==> config.mk <==
export PLATFORM = sky130hd
export DESIGN_NAME = rsi_irq_status
export DESIGN_NICKNAME = d
export VERILOG_FILES = /design/src/hw/rsi_pkg.sv /design/src/hw/rsi_fifo.sv /design/src/hw/rsi_irq_status.sv
export SDC_FILE = /design/constraint.sdc
export NUM_CORES = 1
export LEC_CHECK = 0
export ABC_CLOCK_PERIOD_IN_PS = 5750
export BUFFER_PORTS_ARGS = -buffer_cell sky130_fd_sc_hd__buf_2
export CAP_MARGIN = 20
export CORE_ASPECT_RATIO = 1.2
export CORE_MARGIN = 2
export CORE_UTILIZATION = 30
export CTS_CLUSTER_DIAMETER = 120
export DETAILED_ROUTE_END_ITERATION = 12
export HOLD_SLACK_MARGIN = 0.08
export PLACE_DENSITY = 0.47
export SLEW_MARGIN = 15
export SYNTH_ARGS = -nofsm -noshare
export SYNTH_HDL_FRONTEND = slang
export SYNTH_SLANG_ARGS = --single-unit
==> constraint.sdc <==
create_clock -name mclk -period 5.75 [get_ports mclk]
set_input_delay 1.15 -clock mclk [delete_from_list [all_inputs] [get_ports mclk]]
set_output_delay 1.15 -clock mclk [all_outputs]
set_load 0.01 [all_outputs]
==> src/hw/rsi_pkg.sv <==
// Shared constants for the receive interrupt status block: register map,
// status bit positions, reset values and receiver framing figures.
// Assumes a 32-bit AXI4-Lite bus with byte addresses four times the index.
`default_nettype none

package rsi_pkg;

    // ------------------------------------------------------------------
    // Register map
    // ------------------------------------------------------------------
    localparam int ADDR_W = 8;
    localparam int DATA_W = 32;
    localparam logic [7:0] IDX_CTRL = 8'h06;
    localparam logic [7:0] IDX_STATUS = 8'h08;
    localparam logic [7:0] IDX_DATA_B = 8'h0b;
    localparam logic [ADDR_W-1:0] ADDR_CTRL = IDX_CTRL << 2;
    localparam logic [ADDR_W-1:0] ADDR_STATUS = IDX_STATUS << 2;
    localparam logic [ADDR_W-1:0] ADDR_DATA_B = IDX_DATA_B << 2;

    // ------------------------------------------------------------------
    // Status bits
    // ------------------------------------------------------------------
    localparam int BIT_VALID_B = 7;
    localparam int BIT_FLOW_B = 6;
    localparam int BIT_EOF_B = 5;
    localparam int BIT_FULL_B = 4;
    localparam int BIT_VALID_A = 3;

    // ------------------------------------------------------------------
    // Reset values and fields
    // ------------------------------------------------------------------
    localparam logic [7:0] STATUS_RST = 8'h00;
    localparam logic [7:0] CTRL_RST = 8'h00;
    localparam logic [7:0] DATA_RST = 8'h00;
    localparam int EOF_LEN_W = 4;
    localparam logic [1:0] RESP_OKAY = 2'h0;
    localparam logic [1:0] RESP_SLVERR = 2'h2;

    // ------------------------------------------------------------------
    // Receiver framing
    // ------------------------------------------------------------------
    localparam int BYTE_BITS = 8;
    localparam int BIT_CNT_W = 4;
    localparam logic [BIT_CNT_W-1:0] BYTE_LAST = 4'h8;
    localparam int FIFO_DEPTH = 4;
    localparam int FIFO_W = BYTE_BITS + 1;

    typedef enum logic {RX_IDLE, RX_ACTIVE} rsi_rx_e;

endpackage

`default_nettype wire

==> src/hw/rsi_fifo.sv <==
// Small flip-flop FIFO with valid/ready on both sides.
// Assumes DEPTH is a power of two and both sides share mclk.
`default_nettype none

module rsi_fifo #(
    parameter int WIDTH = 9,
    parameter int DEPTH = 4
) (
    input wire logic mclk,
    input wire logic sys_rst,
    input wire logic inValid,
    input wire logic [WIDTH-1:0] inData,
    output logic inReady,
    output logic outValid,
    input wire logic outReady,
    output logic [WIDTH-1:0] outData
);
    localparam int PW = $clog2(DEPTH);
    localparam int CW = $clog2(DEPTH + 1);

    logic [WIDTH-1:0] mem_ff [DEPTH];
    logic [PW-1:0] wrPtr_ff;
    logic [PW-1:0] rdPtr_ff;
    logic [CW-1:0] count_ff;
    logic push;
    logic pop;

    assign inReady = count_ff != CW'(DEPTH);
    assign outValid = count_ff != '0;
    assign outData = mem_ff[rdPtr_ff];
    assign push = inValid && inReady;
    assign pop = outValid && outReady;

    // ------------------------------------------------------------------
    // Storage
    // ------------------------------------------------------------------
    for (genvar g = 0; g < DEPTH; g++) begin : gSlot
        always_ff @(posedge mclk) begin
            if (push && wrPtr_ff == PW'(g)) begin
                mem_ff[g] <= inData;
            end
        end
    end

    // ------------------------------------------------------------------
    // Pointers
    // ------------------------------------------------------------------
    always_ff @(posedge mclk) begin
        if (sys_rst) begin
            wrPtr_ff <= '0;
            rdPtr_ff <= '0;
            count_ff <= '0;
        end else begin
            wrPtr_ff <= push ? wrPtr_ff + 1'b1 : wrPtr_ff;
            rdPtr_ff <= pop ? rdPtr_ff + 1'b1 : rdPtr_ff;
            count_ff <= count_ff + CW'(push) - CW'(pop);
        end
    end

endmodule

`default_nettype wire

==> src/hw/rsi_irq_status.sv <==
// Receive interrupt status logic: channel B framing, data holding register,
// flow, end-of-frame, full and valid flags, and the AXI4-Lite slave.
// Assumes receiver strobes and the bus are synchronous to mclk.
// Function
// A byte from the channel B receiver that cannot be loaded because unread data fills the path sets the flow error flag.
// A host read of the channel B data register while it is empty sets the flow error flag.
// The flow error flag reads at status bit 6.
// A host read of the status register clears the flow error and end-of-frame flags.
// The end-of-frame flag reads at status bit 5.
// Once reception has begun, end of frame is raised when more invalid bit times pass than the configured length.
// The register-full flag reads at status bit 4.
// Full is set whenever the data register is loaded, by a whole byte or a partial one at end of frame.
// Status bit 3 reads 1 only when every bit of the last channel A byte was valid.
// The valid indicators update on each load and drive no interrupt request.
// Status bit 7 shows that every bit of the channel B data register is valid.
// An event in the same cycle as the clearing read keeps its flag set.
`default_nettype none

module rsi_irq_status #(
    parameter int FIFO_DEPTH = rsi_pkg::FIFO_DEPTH
) (
    input wire logic mclk,
    input wire logic sys_rst,
    input wire logic [rsi_pkg::ADDR_W-1:0] s_axi_awaddr,
    input wire logic s_axi_awvalid,
    output logic s_axi_awready,
    input wire logic [rsi_pkg::DATA_W-1:0] s_axi_wdata,
    input wire logic [3:0] s_axi_wstrb,
    input wire logic s_axi_wvalid,
    output logic s_axi_wready,
    output logic [1:0] s_axi_bresp,
    output logic s_axi_bvalid,
    input wire logic s_axi_bready,
    input wire logic [rsi_pkg::ADDR_W-1:0] s_axi_araddr,
    input wire logic s_axi_arvalid,
    output logic s_axi_arready,
    output logic [rsi_pkg::DATA_W-1:0] s_axi_rdata,
    output logic [1:0] s_axi_rresp,
    output logic s_axi_rvalid,
    input wire logic s_axi_rready,
    input wire logic rxbBitStb,
    input wire logic rxbBitOk,
    input wire logic rxbBitVal,
    output logic rxbFifoReady,
    input wire logic rxaLoad,
    input wire logic rxaAllValid
);
    localparam int AW = rsi_pkg::ADDR_W;
    localparam int BB = rsi_pkg::BYTE_BITS;
    localparam int CW = rsi_pkg::BIT_CNT_W;
    localparam int EW = rsi_pkg::EOF_LEN_W;

    function automatic logic addrHit(input logic [AW-1:0] addr, input logic [AW-1:0] target);
        return addr[AW-1:2] == target[AW-1:2];
    endfunction

    // ------------------------------------------------------------------
    // State
    // ------------------------------------------------------------------
    logic [AW-1:0] awAddr_ff;
    logic awHeld_ff;
    logic [rsi_pkg::DATA_W-1:0] wData_ff;
    logic [3:0] wStrb_ff;
    logic wHeld_ff;
    logic bValid_ff;
    logic [1:0] bResp_ff;
    logic rValid_ff;
    logic [rsi_pkg::DATA_W-1:0] rData_ff;
    logic [1:0] rResp_ff;
    logic [7:0] ctrl_ff;
    logic [7:0] dataB_ff;
    logic flowB_ff;
    logic eofB_ff;
    logic fullB_ff;
    logic validB_ff;
    logic validA_ff;
    rsi_pkg::rsi_rx_e rxState_ff;
    rsi_pkg::rsi_rx_e nxt_rxState;
    logic [BB-1:0] shift_ff;
    logic [BB-1:0] nxt_shift;
    logic [CW-1:0] bitCnt_ff;
    logic [CW-1:0] nxt_bitCnt;
    logic allOk_ff;
    logic nxt_allOk;
    logic [EW-1:0] gapCnt_ff;
    logic [EW-1:0] nxt_gapCnt;
    logic pushValid;
    logic [rsi_pkg::FIFO_W-1:0] pushData;
    logic eofEvt;

    // ------------------------------------------------------------------
    // Bus decode
    // ------------------------------------------------------------------
    wire doWrite = awHeld_ff && wHeld_ff;
    wire wrCtrl = doWrite && addrHit(awAddr_ff, rsi_pkg::ADDR_CTRL) && wStrb_ff[0];
    wire wrMapped = addrHit(awAddr_ff, rsi_pkg::ADDR_CTRL)
        || addrHit(awAddr_ff, rsi_pkg::ADDR_STATUS)
        || addrHit(awAddr_ff, rsi_pkg::ADDR_DATA_B);
    wire rdTake = s_axi_arvalid && s_axi_arready;
    wire hitStatus = addrHit(s_axi_araddr, rsi_pkg::ADDR_STATUS);
    wire hitDataB = addrHit(s_axi_araddr, rsi_pkg::ADDR_DATA_B);
    wire hitCtrl = addrHit(s_axi_araddr, rsi_pkg::ADDR_CTRL);
    wire rdStatus = rdTake && hitStatus;
    wire rdDataB = rdTake && hitDataB;
    wire [EW-1:0] eofLen = ctrl_ff[EW-1:0];

    // Channel A flow, end-of-frame and full flags live elsewhere; read zero
    wire [7:0] statusWord = {validB_ff, flowB_ff, eofB_ff, fullB_ff, validA_ff,
        3'h0};
    wire [7:0] rdByte = hitStatus ? statusWord : hitDataB ? dataB_ff : hitCtrl ? ctrl_ff : 8'h00;
    wire rdMapped = hitStatus || hitDataB || hitCtrl;

    assign s_axi_awready = !awHeld_ff && !bValid_ff;
    assign s_axi_wready = !wHeld_ff && !bValid_ff;
    assign s_axi_bvalid = bValid_ff;
    assign s_axi_bresp = bResp_ff;
    assign s_axi_arready = !rValid_ff;
    assign s_axi_rvalid = rValid_ff;
    assign s_axi_rdata = rData_ff;
    assign s_axi_rresp = rResp_ff;

    // ------------------------------------------------------------------
    // Write channel
    // ------------------------------------------------------------------
    always_ff @(posedge mclk) begin
        if (sys_rst) begin
            awHeld_ff <= 1'b0;
            wHeld_ff <= 1'b0;
            bValid_ff <= 1'b0;
            awAddr_ff <= '0;
            wData_ff <= '0;
            wStrb_ff <= '0;
            bResp_ff <= rsi_pkg::RESP_OKAY;
            ctrl_ff <= rsi_pkg::CTRL_RST;
        end else begin
            if (s_axi_awvalid && s_axi_awready) begin
                awAddr_ff <= s_axi_awaddr;
                awHeld_ff <= 1'b1;
            end
            if (s_axi_wvalid && s_axi_wready) begin
                wData_ff <= s_axi_wdata;
                wStrb_ff <= s_axi_wstrb;
                wHeld_ff <= 1'b1;
            end
            if (doWrite) begin
                awHeld_ff <= 1'b0;
                wHeld_ff <= 1'b0;
                bValid_ff <= 1'b1;
                bResp_ff <= wrMapped ? rsi_pkg::RESP_OKAY : rsi_pkg::RESP_SLVERR;
            end else if (bValid_ff && s_axi_bready) begin
                bValid_ff <= 1'b0;
            end
            if (wrCtrl) begin
                ctrl_ff <= wData_ff[7:0];
            end
        end
    end

    // ------------------------------------------------------------------
    // Read channel
    // ------------------------------------------------------------------
    // Read side effects happen at address acceptance, so a stalled rready
    // never repeats a clear
    always_ff @(posedge mclk) begin
        if (sys_rst) begin
            rValid_ff <= 1'b0;
            rData_ff <= '0;
            rResp_ff <= rsi_pkg::RESP_OKAY;
        end else if (rdTake) begin
            rValid_ff <= 1'b1;
            rData_ff <= {24'h000000, rdByte};
            rResp_ff <= rdMapped ? rsi_pkg::RESP_OKAY : rsi_pkg::RESP_SLVERR;
        end else if (s_axi_rready) begin
            rValid_ff <= 1'b0;
        end
    end

    // ------------------------------------------------------------------
    // Channel B bit framing
    // ------------------------------------------------------------------
    always_comb begin
        nxt_rxState = rxState_ff;
        nxt_shift = shift_ff;
        nxt_bitCnt = bitCnt_ff;
        nxt_allOk = allOk_ff;
        nxt_gapCnt = gapCnt_ff;
        pushValid = 1'b0;
        pushData = {1'b0, shift_ff};
        eofEvt = 1'b0;
        if (rxbBitStb) begin
            unique case (rxState_ff)
                rsi_pkg::RX_IDLE: begin
                    if (rxbBitOk) begin
                        nxt_rxState = rsi_pkg::RX_ACTIVE;
                        nxt_shift = {{(BB-1){1'b0}}, rxbBitVal};
                        nxt_bitCnt = CW'(1);
                        nxt_allOk = 1'b1;
                        nxt_gapCnt = '0;
                    end
                end
                rsi_pkg::RX_ACTIVE: begin
                    if (!rxbBitOk && gapCnt_ff == eofLen) begin
                        eofEvt = 1'b1;
                        nxt_rxState = rsi_pkg::RX_IDLE;
                        pushValid = bitCnt_ff != '0;
                        pushData = {1'b0, shift_ff};
                        nxt_bitCnt = '0;
                    end else begin
                        nxt_shift = {shift_ff[BB-2:0], rxbBitVal};
                        nxt_allOk = allOk_ff && rxbBitOk;
                        nxt_gapCnt = rxbBitOk ? '0 : gapCnt_ff + 1'b1;
                        nxt_bitCnt = bitCnt_ff + 1'b1;
                        if (nxt_bitCnt == rsi_pkg::BYTE_LAST) begin
                            pushValid = 1'b1;
                            pushData = {nxt_allOk, nxt_shift};
                            nxt_bitCnt = '0;
                            nxt_shift = '0;
                            nxt_allOk = 1'b1;
                        end
                    end
                end
            endcase
        end
    end

    always_ff @(posedge mclk) begin
        if (sys_rst) begin
            rxState_ff <= rsi_pkg::RX_IDLE;
            shift_ff <= '0;
            bitCnt_ff <= '0;
            allOk_ff <= 1'b0;
            gapCnt_ff <= '0;
        end else begin
            rxState_ff <= nxt_rxState;
            shift_ff <= nxt_shift;
            bitCnt_ff <= nxt_bitCnt;
            allOk_ff <= nxt_allOk;
            gapCnt_ff <= nxt_gapCnt;
        end
    end

    // ------------------------------------------------------------------
    // Byte path into the data register
    // ------------------------------------------------------------------
    // The FIFO absorbs bursts while software is slow; only when it is full
    // is a byte dropped
    logic fifoOutValid;
    logic [rsi_pkg::FIFO_W-1:0] fifoOut;
    wire loadB = fifoOutValid && !fullB_ff;

    rsi_fifo #(
        .WIDTH(rsi_pkg::FIFO_W),
        .DEPTH(FIFO_DEPTH)
    ) uFifo (
        .mclk(mclk),
        .sys_rst(sys_rst),
        .inValid(pushValid),
        .inData(pushData),
        .inReady(rxbFifoReady),
        .outValid(fifoOutValid),
        .outReady(!fullB_ff),
        .outData(fifoOut)
    );

    wire overflowB = pushValid && !rxbFifoReady;
    wire underflowB = rdDataB && !fullB_ff;

    // ------------------------------------------------------------------
    // Status flags
    // ------------------------------------------------------------------
    wire nxt_flowB = overflowB || underflowB || (flowB_ff && !rdStatus);
    wire nxt_eofB = eofEvt || (eofB_ff && !rdStatus);
    wire nxt_fullB = loadB || (fullB_ff && !rdDataB);
    // Valid flags feed only the status word, never a request line
    wire nxt_validB = loadB ? fifoOut[BB] : validB_ff;
    wire nxt_validA = rxaLoad ? rxaAllValid : validA_ff;

    always_ff @(posedge mclk) begin
        if (sys_rst) begin
            {validB_ff, flowB_ff, eofB_ff, fullB_ff, validA_ff} <= rsi_pkg::STATUS_RST[7:3];
            dataB_ff <= rsi_pkg::DATA_RST;
        end else begin
            flowB_ff <= nxt_flowB;
            eofB_ff <= nxt_eofB;
            fullB_ff <= nxt_fullB;
            validB_ff <= nxt_validB;
            validA_ff <= nxt_validA;
            dataB_ff <= loadB ? fifoOut[BB-1:0] : dataB_ff;
        end
    end
endmodule

`default_nettype wire

; ---- Yosys cells after proc, flatten, opt, wreduce, memory -nomap -nowiden
; Memories as Yosys holds them, arrays and structs flattened. A register that Yosys moved wholly into a read port is not among the register bits.
; Index checks and enable logic that the tools add are counted.
[word_totals]
register_bits = 70
ram_bits = 36
memories = 1
[mem_list]
columns = memory, words, word_bits, read_ports, rd_ports_with_merged_regs, wr, line_no
row1 = uFifo.mem_ff, 4, 9, 1, 1, 1, rsi_fifo.sv:21  ; logic [WIDTH-1:0] mem_ff [DEPTH];
[classes]
addsub = 6
eq_ne = 14
mux = 56
n_bitwise = 1
reduce_logical = 52
[op_table]
columns = operator, n
row1 = 2-to-1 mux 9 bit, 7
row2 = 2-to-1 mux 8 bit, 6
row3 = 2-to-1 mux 1 bit, 27
row4 = OR reduction 9 bit, 3
row5 = equality test 6 x 4 -> 1 bit (second input constant), 4
row6 = logical AND 1 bit, 24
row7 = 2-to-1 mux 4 bit, 6
row8 = one-hot mux 4 bit (2 select lines), 2
row9 = one-hot mux 8 bit (2 select lines), 1
row10 = equality test 6 x 3 -> 1 bit (second input constant), 2
row11 = 2-to-1 mux 2 bit, 5
row12 = logical NOT 1 bit, 9
row13 = adder 4 x 1 -> 4 bit (second input constant), 2
row14 = logical OR 1 bit, 8
row15 = adder 2 x 1 -> 2 bit (second input constant), 2
row16 = equality test 2 bit (second input constant), 2
row17 = equality test 4 bit, 1
row18 = equality test 4 bit (second input constant), 1
row19 = != test 2 bit (second input constant), 2
row20 = one-hot mux 1 bit (2 select lines), 2
row21 = nonzero test 2 bit, 2
row22 = nonzero test 4 bit, 1
row23 = adder 3 x 1 -> 3 bit, 1
row24 = != test 3 bit (second input constant), 1
row25 = 8 further kinds, 8

; ---- Longest topological paths before layout
; Gate-level depths: netlist of the first run.
[depth]
ltp_word = 14
depth_mapped = 13

; ---- Cells and area by module
; From an unflattened synthesis of the first run, not the netlist that was laid out.
[unflattened]
cells_unflattened = 460
area_unflattened_um2 = 4946.0
[by_module_without_submodules]
columns = mod, instances, cells_each, area_per_inst_um2, seq_area_each_um2
row1 = rsi_irq_status, 1, 364, 3158.0, 1361.3
row2 = rsi_fifo, 1, 96, 1788.0, 1261.2

; ---- Worst setup path after synthesis of the first run
; Ideal clock, no wire load.
[synth_timing]
path_type = input -> register
startpoint = input port rxbBitOk
endpoint = register uFifo.count_ff[2]
setup_time_ps = 128
t_arrival_ps = 2712
path_slack_ps = 2911
cell_stages = 9
cell_sequence = or2_2 > o21ai_1 > o211a_2 > ha_1 > inv_1 > fa_1 > xor2_1 > xnor2_1 > nor2_1
[synth_via]
elab_chain_cells = 8
[synth_lines]
columns = item, line_no
row1 = from (decl), rsi_irq_status.sv:42  ; input wire logic rxbBitOk,
row2 = logical NOT 1 bit, rsi_irq_status.sv:202  ; if (!rxbBitOk && gapCnt_ff == eofLen) begin
row3 = logical AND 1 bit, rsi_irq_status.sv:202
row4 = 2-to-1 mux 1 bit, rsi_irq_status.sv:202
row5 = 2-to-1 mux 1 bit, rsi_irq_status.sv:191  ; unique case (rxState_ff)
row6 = 2-to-1 mux 1 bit, rsi_irq_status.sv:190  ; if (rxbBitStb) begin
row7 = logical AND 1 bit, rsi_fifo.sv:31  ; assign push = inValid && inReady;
row8 = adder 3 x 1 -> 3 bit, rsi_fifo.sv:56  ; count_ff <= count_ff + CW'(push) - CW'(pop);
row9 = subtractor 3 x 1 -> 3 bit, rsi_fifo.sv:56
row10 = to (signal assigned), rsi_fifo.sv:56
row11 = to (decl), rsi_fifo.sv:24  ; logic [CW-1:0] count_ff;
; Every way passes these cells.
; A chain may end at the register's enable or synchronous reset.

; ---- Worst setup path after layout of the first run
; Same ends and word-level chain as after synthesis.

==> summary.md, run 1 <==
| Metric | Value |
|---|---|
| Share of post-route cells with drive strength above 1 | 0.1693 |
| Worst-Margin Slew | 0.8697 ns |
| Slew headroom | 0.4190 |
| CTS tree | built |
| CP required | 5.95 ns |
| Worst setup EP type | register |
| Row count | 51 |
| Critical path class | input pin to register |
| Fin. Hold Viols | 0 |
| Most frequent cells in the layout | dfxtp_1 (75), nand2_1 (60), buf_2 (48), nor2_1 (45), a21oi_1 (41) |
| Commonest non-fill, non-tap cell in the layout | dfxtp_1 |
| Final-report setup violation count | 0 |
| Dpl cells | 710 |
| Vias per cell | 4.599 |
| Yosys cell types | 55 |
| Leak | 0.002028 µW |
| Worst skew pair latency | 0.34 ns |
| Clk pin slew, worst setup/hold paths | 0.07 ns |
| Setup crit start | rxbBitOk |
| Met3 Use GR | 0.02721 |
| Critical Path Start Type | input pin |
| Met1 Track Usage GR | 0.1472 |
| GRT met2 Usage | 0.1972 |
| IO Pins | 106 |
| Post-Route Setup TNS | 0 ns |
| Post-Syn Area | 4916 µm² |
| Die Wd | 120.9 µm |
| Final ANT Viol Nets | 0 |
| Crit-path slowest cell | fa_1 |
| Final wirelength | 10030 µm |
| Pin count of the biggest net entering global routing | 75 |
| Final min period | 2.823 ns |
| Vias in the first global route | 3005 |
| Gr ovfl total | 0 |
| Antenna diodes | 0 |
| Die Ht | 144.2 µm |
| GR peak layer | met2 |
| Reg-to-Reg End | uFifo.count_ff[2]$_SDFF_PP0_ |
| Postcts setup bufs | 0 |
| Post-DP HPWL | 7018 µm |
| Routed WL per cell | 13.82 µm |
| CTS root buf | clkbuf_16 |
| Gate Count Post-Synth | 472 |
| Flops & latches, synth | 111 |
| H-tree depth | 3 |
| Post-synthesis async set-or-reset flop share | 0 |
| Arr. time, crit path | 3.03 ns |
| DRT Pass-1 Iters | 4 |
| F_max | 354.3 MHz |
| CP endpoint | uFifo.count_ff[2]$_SDFF_PP0_ |
| Initial Util | 0.3045 |
| Hold buffers post-CTS | 0 |
| CP max stage delay | 0.37 ns |
| DIE AREA | 17430 µm² |
| Reg2Reg Setup Slack | 3.13 ns |
| Total number of vias | 3339 |
| Initial antenna violation count | 0 |
| Max Root-Sink Buffers | 2 |
| Syn. warnings | 0 |
| Status | finished, final reports clean |
| Max-Cap Viols | 0 |
| Core Area | 16140 µm² |
| Pwr dens | 319.1 nW/µm² |
| Slew Limit Fails | 0 |
| Maximum fanout along the worst path | 7 |
| Worst vdd ir | 152.4 µV |
| Syn-to-layout area delta | 11.76% |
| EDFF count, synth | 36 |
| Layout net count | 583 |
| Final cell count without fillers | 726 |
| Num CTS Buffers | 9 |
| Reg-to-reg startpoint | uFifo.count_ff[1]$_SDFF_PP0_ |
| Worst r2r path cells | 11 |
| Initial DRC Count | 196 |
| Main flop type after synthesis | dfxtp_1 |
| CTS Sinks | 111 |
| Resized Gates After CTS | 0 |
| Final worst path period share | 0.4909 |
| GRT Resource Usage Total | 0.1176 |
| Seq/Total Area, Yosys | 0.5253 |
| Clock skew | 0.006587 ns |
| Critical Path, Cell by Cell | buf_2 -> or2_2 -> o21ai_1 -> o211a_2 -> ha_1 -> inv_1 -> fa_1 -> xor2_1 -> xnor2_1 -> nor2_1 |
| Port Buffers | 48 |
| DRC errors left | 0 |
| Avg Cell Area, Syn | 10.42 µm² |
| RSZ-0062 raised after global routing | no |
| Worst hold path type | register to register |
| Placer congestion estimate | 0.7508 |
| First-pass GRT wire length | 15860 µm |
| Post-DP Area | 5234 µm² |
| Final std cell area, no fill | 5494 µm² |
state kept, by name (all words and copies together) (netlist names), 2 cells and up:
name            count
awAddr_ff           6
bitCnt_ff           4
ctrl_ff             8
dataB_ff            8
gapCnt_ff           4
s_axi_rdata         8
shift_ff            8
uFifo.count_ff      3
uFifo.mem_ff       36
uFifo.rdPtr_ff      2
uFifo.wrPtr_ff      2
wData_ff            8
through the flow:
stage | utilization | hold WS (ns) | power, µW | setup slack (ns)
finish | 0.3403 | 0.4568 | 1753 | 2.927
global route | 0.3403 | 0.4669 | 1845 | 2.831
CTS | 0.3403 | 0.4577 | 1780 | 2.937
detailed placement | 0.3242 | 0.4475 | 1208 | 2.568
global placement | 0.3242 | 0.4429 | 1201 | 2.583
floorplan | - | 0.4294 | 1151 | 2.911
cell usage after synthesis, drive strengths merged, types with 4 or more instances:
library cell / n / area [µm²]
nor3: 6 / 30.03
a21oi: 42 / 214.0
inv: 14 / 52.55
nand2b: 5 / 31.28
mux2: 9 / 101.4
clkbuf: 16 / 60.06
and3: 4 / 25.02
xnor2: 7 / 61.31
a2bb2oi: 5 / 43.79
nor2: 46 / 175.2
o211ai: 6 / 45.04
o21ai: 9 / 45.04
nor2b: 5 / 31.28
mux4: 9 / 202.7
buf: 33 / 236.5
edfxtp: 36 / 1081
nand2: 61 / 231.5
nand4: 7 / 43.79
a221oi: 6 / 52.55
mux2i: 16 / 160.2
dfxtp: 75 / 1501
and2: 8 / 50.05
a211oi: 4 / 42.54
ha: 9 / 112.6
kinds of logic after synthesis:
logic type                 after synthesis  share of synthesized area
AOI/OAI and AO/OA                       86                     0.1138
xor gates and xnor gates                10                    0.01782
muxes                                   34                    0.09443
buffers and inverters                   63                    0.07101
adders and majority gates               10                    0.02698
DFF                                    111                     0.5253
other                                    1                  0.0007628
and+or+nand+nor                        157                     0.1499
how the worst min path moves through the flow:
stage                                   from                        to  depth (start not counted)
global route        dataB_ff[3]$_SDFFE_PP0P_  dataB_ff[3]$_SDFFE_PP0P_                          2
detailed placement  dataB_ff[6]$_SDFFE_PP0P_  dataB_ff[6]$_SDFFE_PP0P_                          2
global placement    shift_ff[7]$_SDFFE_PP0P_  shift_ff[7]$_SDFFE_PP0P_                          2
CTS                 dataB_ff[6]$_SDFFE_PP0P_  dataB_ff[6]$_SDFFE_PP0P_                          2
finish              shift_ff[7]$_SDFFE_PP0P_  shift_ff[7]$_SDFFE_PP0P_                          2
floorplan           shift_ff[7]$_SDFFE_PP0P_  shift_ff[7]$_SDFFE_PP0P_                          2
report_power, final:
group	switching, µW	internal [µW]	leakage (µW)	total, µW
sequential	56.5	855	0.000945	912
clock	274	294	0.000116	569
combinational	150	123	0.000967	273
layer usage:
metal / routed length [µm] / up-vias
li1: - / 1681
met1: 4508 / 1572
met2: 4992 / 75
met3: 387 / 11
met4: 145 / 0
met5: 0 / -
final cells by class:
class	instances	area (µm²)
clock buffer	13	240.2
tap	212	265.3
fill	1612	10650
inverter	14	52.55
clock inverter	3	20.02
timing repair buffer	50	255.2
sequential	111	2582
multi-input combinational	323	2078
critical path, delay by kind of cell:
family,cells,cell delay [ns]
buf+inv,2,0.19
compound gates,2,0.47
xor+xnor,2,0.32
simple gates,2,0.36
fa+ha+maj,2,0.54
Power figures use the tool's default switching activity.
==> run 2: changes to the inputs <==
- ABC_AREA: unset -> 1
- ABC_CLOCK_PERIOD_IN_PS: 5750 -> 2600
- clock period: 5.75 -> 2.6 ns (I/O delays scaled with it)
==> run 2 against run 1 <==
  * Synthesized cell count increased by 26%
  * Wire length increased by 12%
  * Critical endpoint unchanged
  * Largest power group unchanged
  * Sequential power increased by 130%
  * Critical path type is now register to register
==> summary.md, run 2 <==
| Metric | Value |
|---|---|
| Status | finished, final reports clean (unchanged) |
| Die Ht | 145.7 µm (was 144.2 µm) |
| Hold buffers post-CTS | 0 (unchanged) |
| First-pass GRT wire length | 18630 µm (was 15860 µm) |
| Clk pin slew, worst setup/hold paths | 0.08 ns (was 0.07 ns) |
| DRT Pass-1 Iters | 4 (unchanged) |
| Area leader, netlist | dfxtp_1 (unchanged) |
| Maximum fanout along the worst path | 6 (was 7) |
| Pin count of the biggest net entering global routing | 28 (was 75) |
| CP required | 2.88 ns (was 5.95 ns) |
| Worst setup EP type | register (unchanged) |
| Worst vdd ir | 311.6 µV (was 152.4 µV) |
| Most frequent cell after synthesis | nor2_1 (was dfxtp_1) |
| Initial Util | 0.3083 (was 0.3045) |
| Commonest non-fill, non-tap cell in the layout | nor2_1 (was dfxtp_1) |
| Main flop type after synthesis | dfxtp_1 (unchanged) |
| Port Buffers | 48 (unchanged) |
| Seq/Total Area, Yosys | 0.5147 (was 0.5253) |
| Top cell type's share of synthesized area | 0.2993 (was 0.3054) |
| Final-report setup violation count | 0 (unchanged) |
| Placer congestion estimate | 0.7475 (was 0.7508) |
| Final min period | 2.178 ns |
| Core Area | 16270 µm² (was 16140 µm²) |
| Pwr dens | 739.2 nW/µm² (was 319.1 nW/µm²) |
| CP max stage delay | 0.40 ns (was 0.37 ns) |
| Met1 Track Usage GR | 0.1658 (was 0.1472) |
| Slew headroom | 0.6393 (was 0.4190) |
| GR peak layer | met2 (unchanged) |
| CTS tree | built (unchanged) |
| Worst r2r path cells | 13 (was 11) |
| Gate Count Post-Synth | 594 (was 472) |
| WHS Endpoint | validA_ff$_SDFFE_PP0P_ (was shift_ff[7]$_SDFFE_PP0P_) |
| Largest reg by FF count | uFifo.mem_ff (unchanged) |
| Max-Cap Viols | 0 (unchanged) |
| Met3 Use GR | 0.02704 (was 0.02721) |
| Vias in the first global route | 3762 (was 3005) |
| Clock skew | 0.01074 ns (was 0.006587 ns) |
| Initial antenna violation count | 0 (unchanged) |
| Share of post-route cells with drive strength above 1 | 0.1535 (was 0.1693) |
| Commonest cells post-synth | nor2_1 (76), dfxtp_1 (75), nand2_1 (72), o21ai_0 (72), inv_1 (62) (was dfxtp_1 (75), nand2_1 (60), nor2_1 (45), a21oi_1 (41), edfxtp_1 (36)) |
| Antenna diodes | 0 (unchanged) |
| Critical Path Start Type | register (was input pin) |
| GRT met2 Usage | 0.2249 (was 0.1972) |
| Area contributors post-synth | dfxtp_1 (30%), edfxtp_1 (22%), o21ai_0 (7.2%) (was dfxtp_1 (31%), edfxtp_1 (22%), nand2_1 (4.6%)) |
| Worst skew pair latency | 0.35 ns (was 0.34 ns) |
| Post-Syn Area | 5017 µm² (was 4916 µm²) |
| Most frequent cells in the layout | nor2_1 (76), dfxtp_1 (75), nand2_1 (72), o21ai_0 (72), inv_1 (62) (was dfxtp_1 (75), nand2_1 (60), buf_2 (48), nor2_1 (45), a21oi_1 (41)) |
| Die Wd | 122.1 µm (was 120.9 µm) |
| Row count | 51 (unchanged) |
| IO Pins | 106 (unchanged) |
| CTS Sinks | 111 (unchanged) |
| Avg Cell Area, Syn | 8.447 µm² (was 10.42 µm²) |
| F_max | 459.1 MHz |
| DRC errors left | 0 (unchanged) |
| Max reg flops | 36 (unchanged) |
| DIE AREA | 17780 µm² (was 17430 µm²) |
| Final ANT Viol Nets | 0 (unchanged) |
| Postcts setup bufs | 0 (unchanged) |
| Syn. warnings | 0 (unchanged) |
| Syn-to-layout area delta | 13.02% (was 11.76%) |
| Layout fillers | 1701 (was 1612) |
| Arr. time, crit path | 2.46 ns (was 3.03 ns) |
| Final wirelength | 11240 µm (was 10030 µm) |
| GRT Resource Usage Total | 0.1317 (was 0.1176) |
| Hold-critical path depth | 2 (unchanged) |
| Resized Gates After CTS | 0 (unchanged) |
| Post-Route Utilization | 0.3485 (was 0.3403) |
| Post-Route Setup TNS | 0 ns (unchanged) |
| Final worst path period share | 0.8378 |
| Reg-to-Reg End | uFifo.count_ff[2]$_SDFF_PP0_ (unchanged) |
| Buffers & Inverters on Critical Path | 3 (was 2) |
| Post-synthesis async set-or-reset flop share | 0 (unchanged) |
| Layout net count | 714 (was 583) |
| Critical path class | register to register (was input pin to register) |
| Reg2Reg Setup Slack | 0.42 ns (was 3.13 ns) |
| Max Root-Sink Buffers | 2 (unchanged) |
| CTS root buf | clkbuf_16 (unchanged) |
| Yosys cell types | 35 (was 55) |
| Kind of cell adding the most delay to the critical path | simple AND/OR/NAND/NOR gates (was adder cells) |
| Worst hold path type | input pin to register (was register to register) |
| Hold_sp | rxaLoad (was shift_ff[7]$_SDFFE_PP0P_) |
| H-tree depth | 3 (unchanged) |
| Fin. Hold Viols | 0 (unchanged) |
| RSZ-0062 raised after global routing | no (unchanged) |
| Flops & latches, synth | 111 (unchanged) |
| Total number of vias | 3867 (was 3339) |
| Post-DP HPWL | 7836 µm (was 7018 µm) |
| Crit-path slowest cell | dfxtp_1 (was fa_1) |
| Num CTS Buffers | 9 (unchanged) |
| Routed WL per cell | 13.12 µm (was 13.82 µm) |
| Hold_ws | 0.3552 ns (was 0.4568 ns) |
| Vias per cell | 4.512 (was 4.599) |
| Critical Path, Cell by Cell | ha_1 -> nand2_1 -> nor2_2 -> nand3_4 -> nand2_2 -> nand2_2 -> inv_1 -> ha_1 -> inv_1 -> fa_1 -> inv_1 -> o21ai_0 -> a21oi_1 (was buf_2 -> or2_2 -> o21ai_1 -> o211a_2 -> ha_1 -> inv_1 -> fa_1 -> xor2_1 -> xnor2_1 -> nor2_1) |
| Reg-to-reg startpoint | bitCnt_ff[0]$_SDFFE_PP0P_ (was uFifo.count_ff[1]$_SDFF_PP0_) |
| Leak | 0.002222 µW (was 0.002028 µW) |
| Most Frequent Cell on Critical Path | inv_1 |
| Gr ovfl total | 0 (unchanged) |
| CP Depth | 13 (was 10) |
| EDFF count, synth | 36 (unchanged) |
| Worst-Margin Slew | 0.5404 ns (was 0.8697 ns) |
| Slew Limit Fails | 0 (unchanged) |
| Initial DRC Count | 292 (was 196) |
-- run 2: logic make-up (layout without fill, tap and decap cells) --
family	Yosys count	count (layout)	share of synthesized area
xor+xnor	1	1	0.001746
fa+ha+maj	10	10	0.02643
buf+inv	118	144	0.1167
simple gates	202	202	0.1823
flops	111	111	0.5147
other cells	1	26	0.0007474
compound gates	151	151	0.1574
-- run 2: through the flow --
stage          total power (µW)  instances  setup WS (ns)  area, µm²
2_1_floorplan              2674        619         0.5034       5111
3_3_place_gp               2886        841         0.3143       5381
3_5_place_dp               2906        841         0.3039       5381
4_1_cts                    4248        857         0.3796       5670
5_1_grt                    4461        857         0.1948       5670
6_report                   4192        857         0.4218       5670
-- run 2: worst max-delay path by stage --
stage / slack [ns] / to / from
2_1_floorplan: 0.50 / uFifo.count_ff[2]$_SDFF_PP0_ / uFifo.count_ff[1]$_SDFF_PP0_
3_3_place_gp: 0.31 / uFifo.count_ff[2]$_SDFF_PP0_ / rxbBitOk
3_5_place_dp: 0.30 / uFifo.count_ff[2]$_SDFF_PP0_ / rxbBitOk
4_1_cts: 0.38 / uFifo.count_ff[2]$_SDFF_PP0_ / bitCnt_ff[0]$_SDFFE_PP0P_
5_1_grt: 0.19 / uFifo.count_ff[2]$_SDFF_PP0_ / bitCnt_ff[0]$_SDFFE_PP0P_
6_report: 0.42 / uFifo.count_ff[2]$_SDFF_PP0_ / bitCnt_ff[0]$_SDFFE_PP0P_
-- run 2: power by group --
part / leakage, µW / switching, µW / total [µW] / internal, µW
clock network: 0.000138 / 651 / 1340 / 690
logic: 0.00114 / 524 / 790 / 266
registers: 0.000940 / 121 / 2060 / 1940
total: 0.00222 / 1300 / 4190 / 2900
-- run 2: worst reg2reg max path, cell delays in order (launching register included) --
cell and delay [ns]:
dfxtp_1 0.40, ha_1 0.19, nand2_1 0.10, nor2_2 0.21, nand3_4 0.10, nand2_2 0.16
nand2_2 0.11, inv_1 0.07, ha_1 0.13, inv_1 0.05, fa_1 0.34, inv_1 0.07
o21ai_0 0.08, a21oi_1 0.12
-- run 2: layer usage --
metal | vias up | wire length (µm)
met5 | - | 0
met1 | 1772 | 5332
met3 | 9 | 438
met2 | 78 | 5300
li1 | 2008 | -
met4 | 0 | 168
-- run 2: cell type report --
class                      count  area, µm²  area share
tap                          212      265.3     0.04678
multi-input combinational    390       1943      0.3427
clock inverter                 6      50.05    0.008826
inverter                      68      260.3     0.04590
clock buffer                  10      239.0     0.04214
sequential                   111       2582      0.4554
timing repair buffer          60      330.3     0.05825
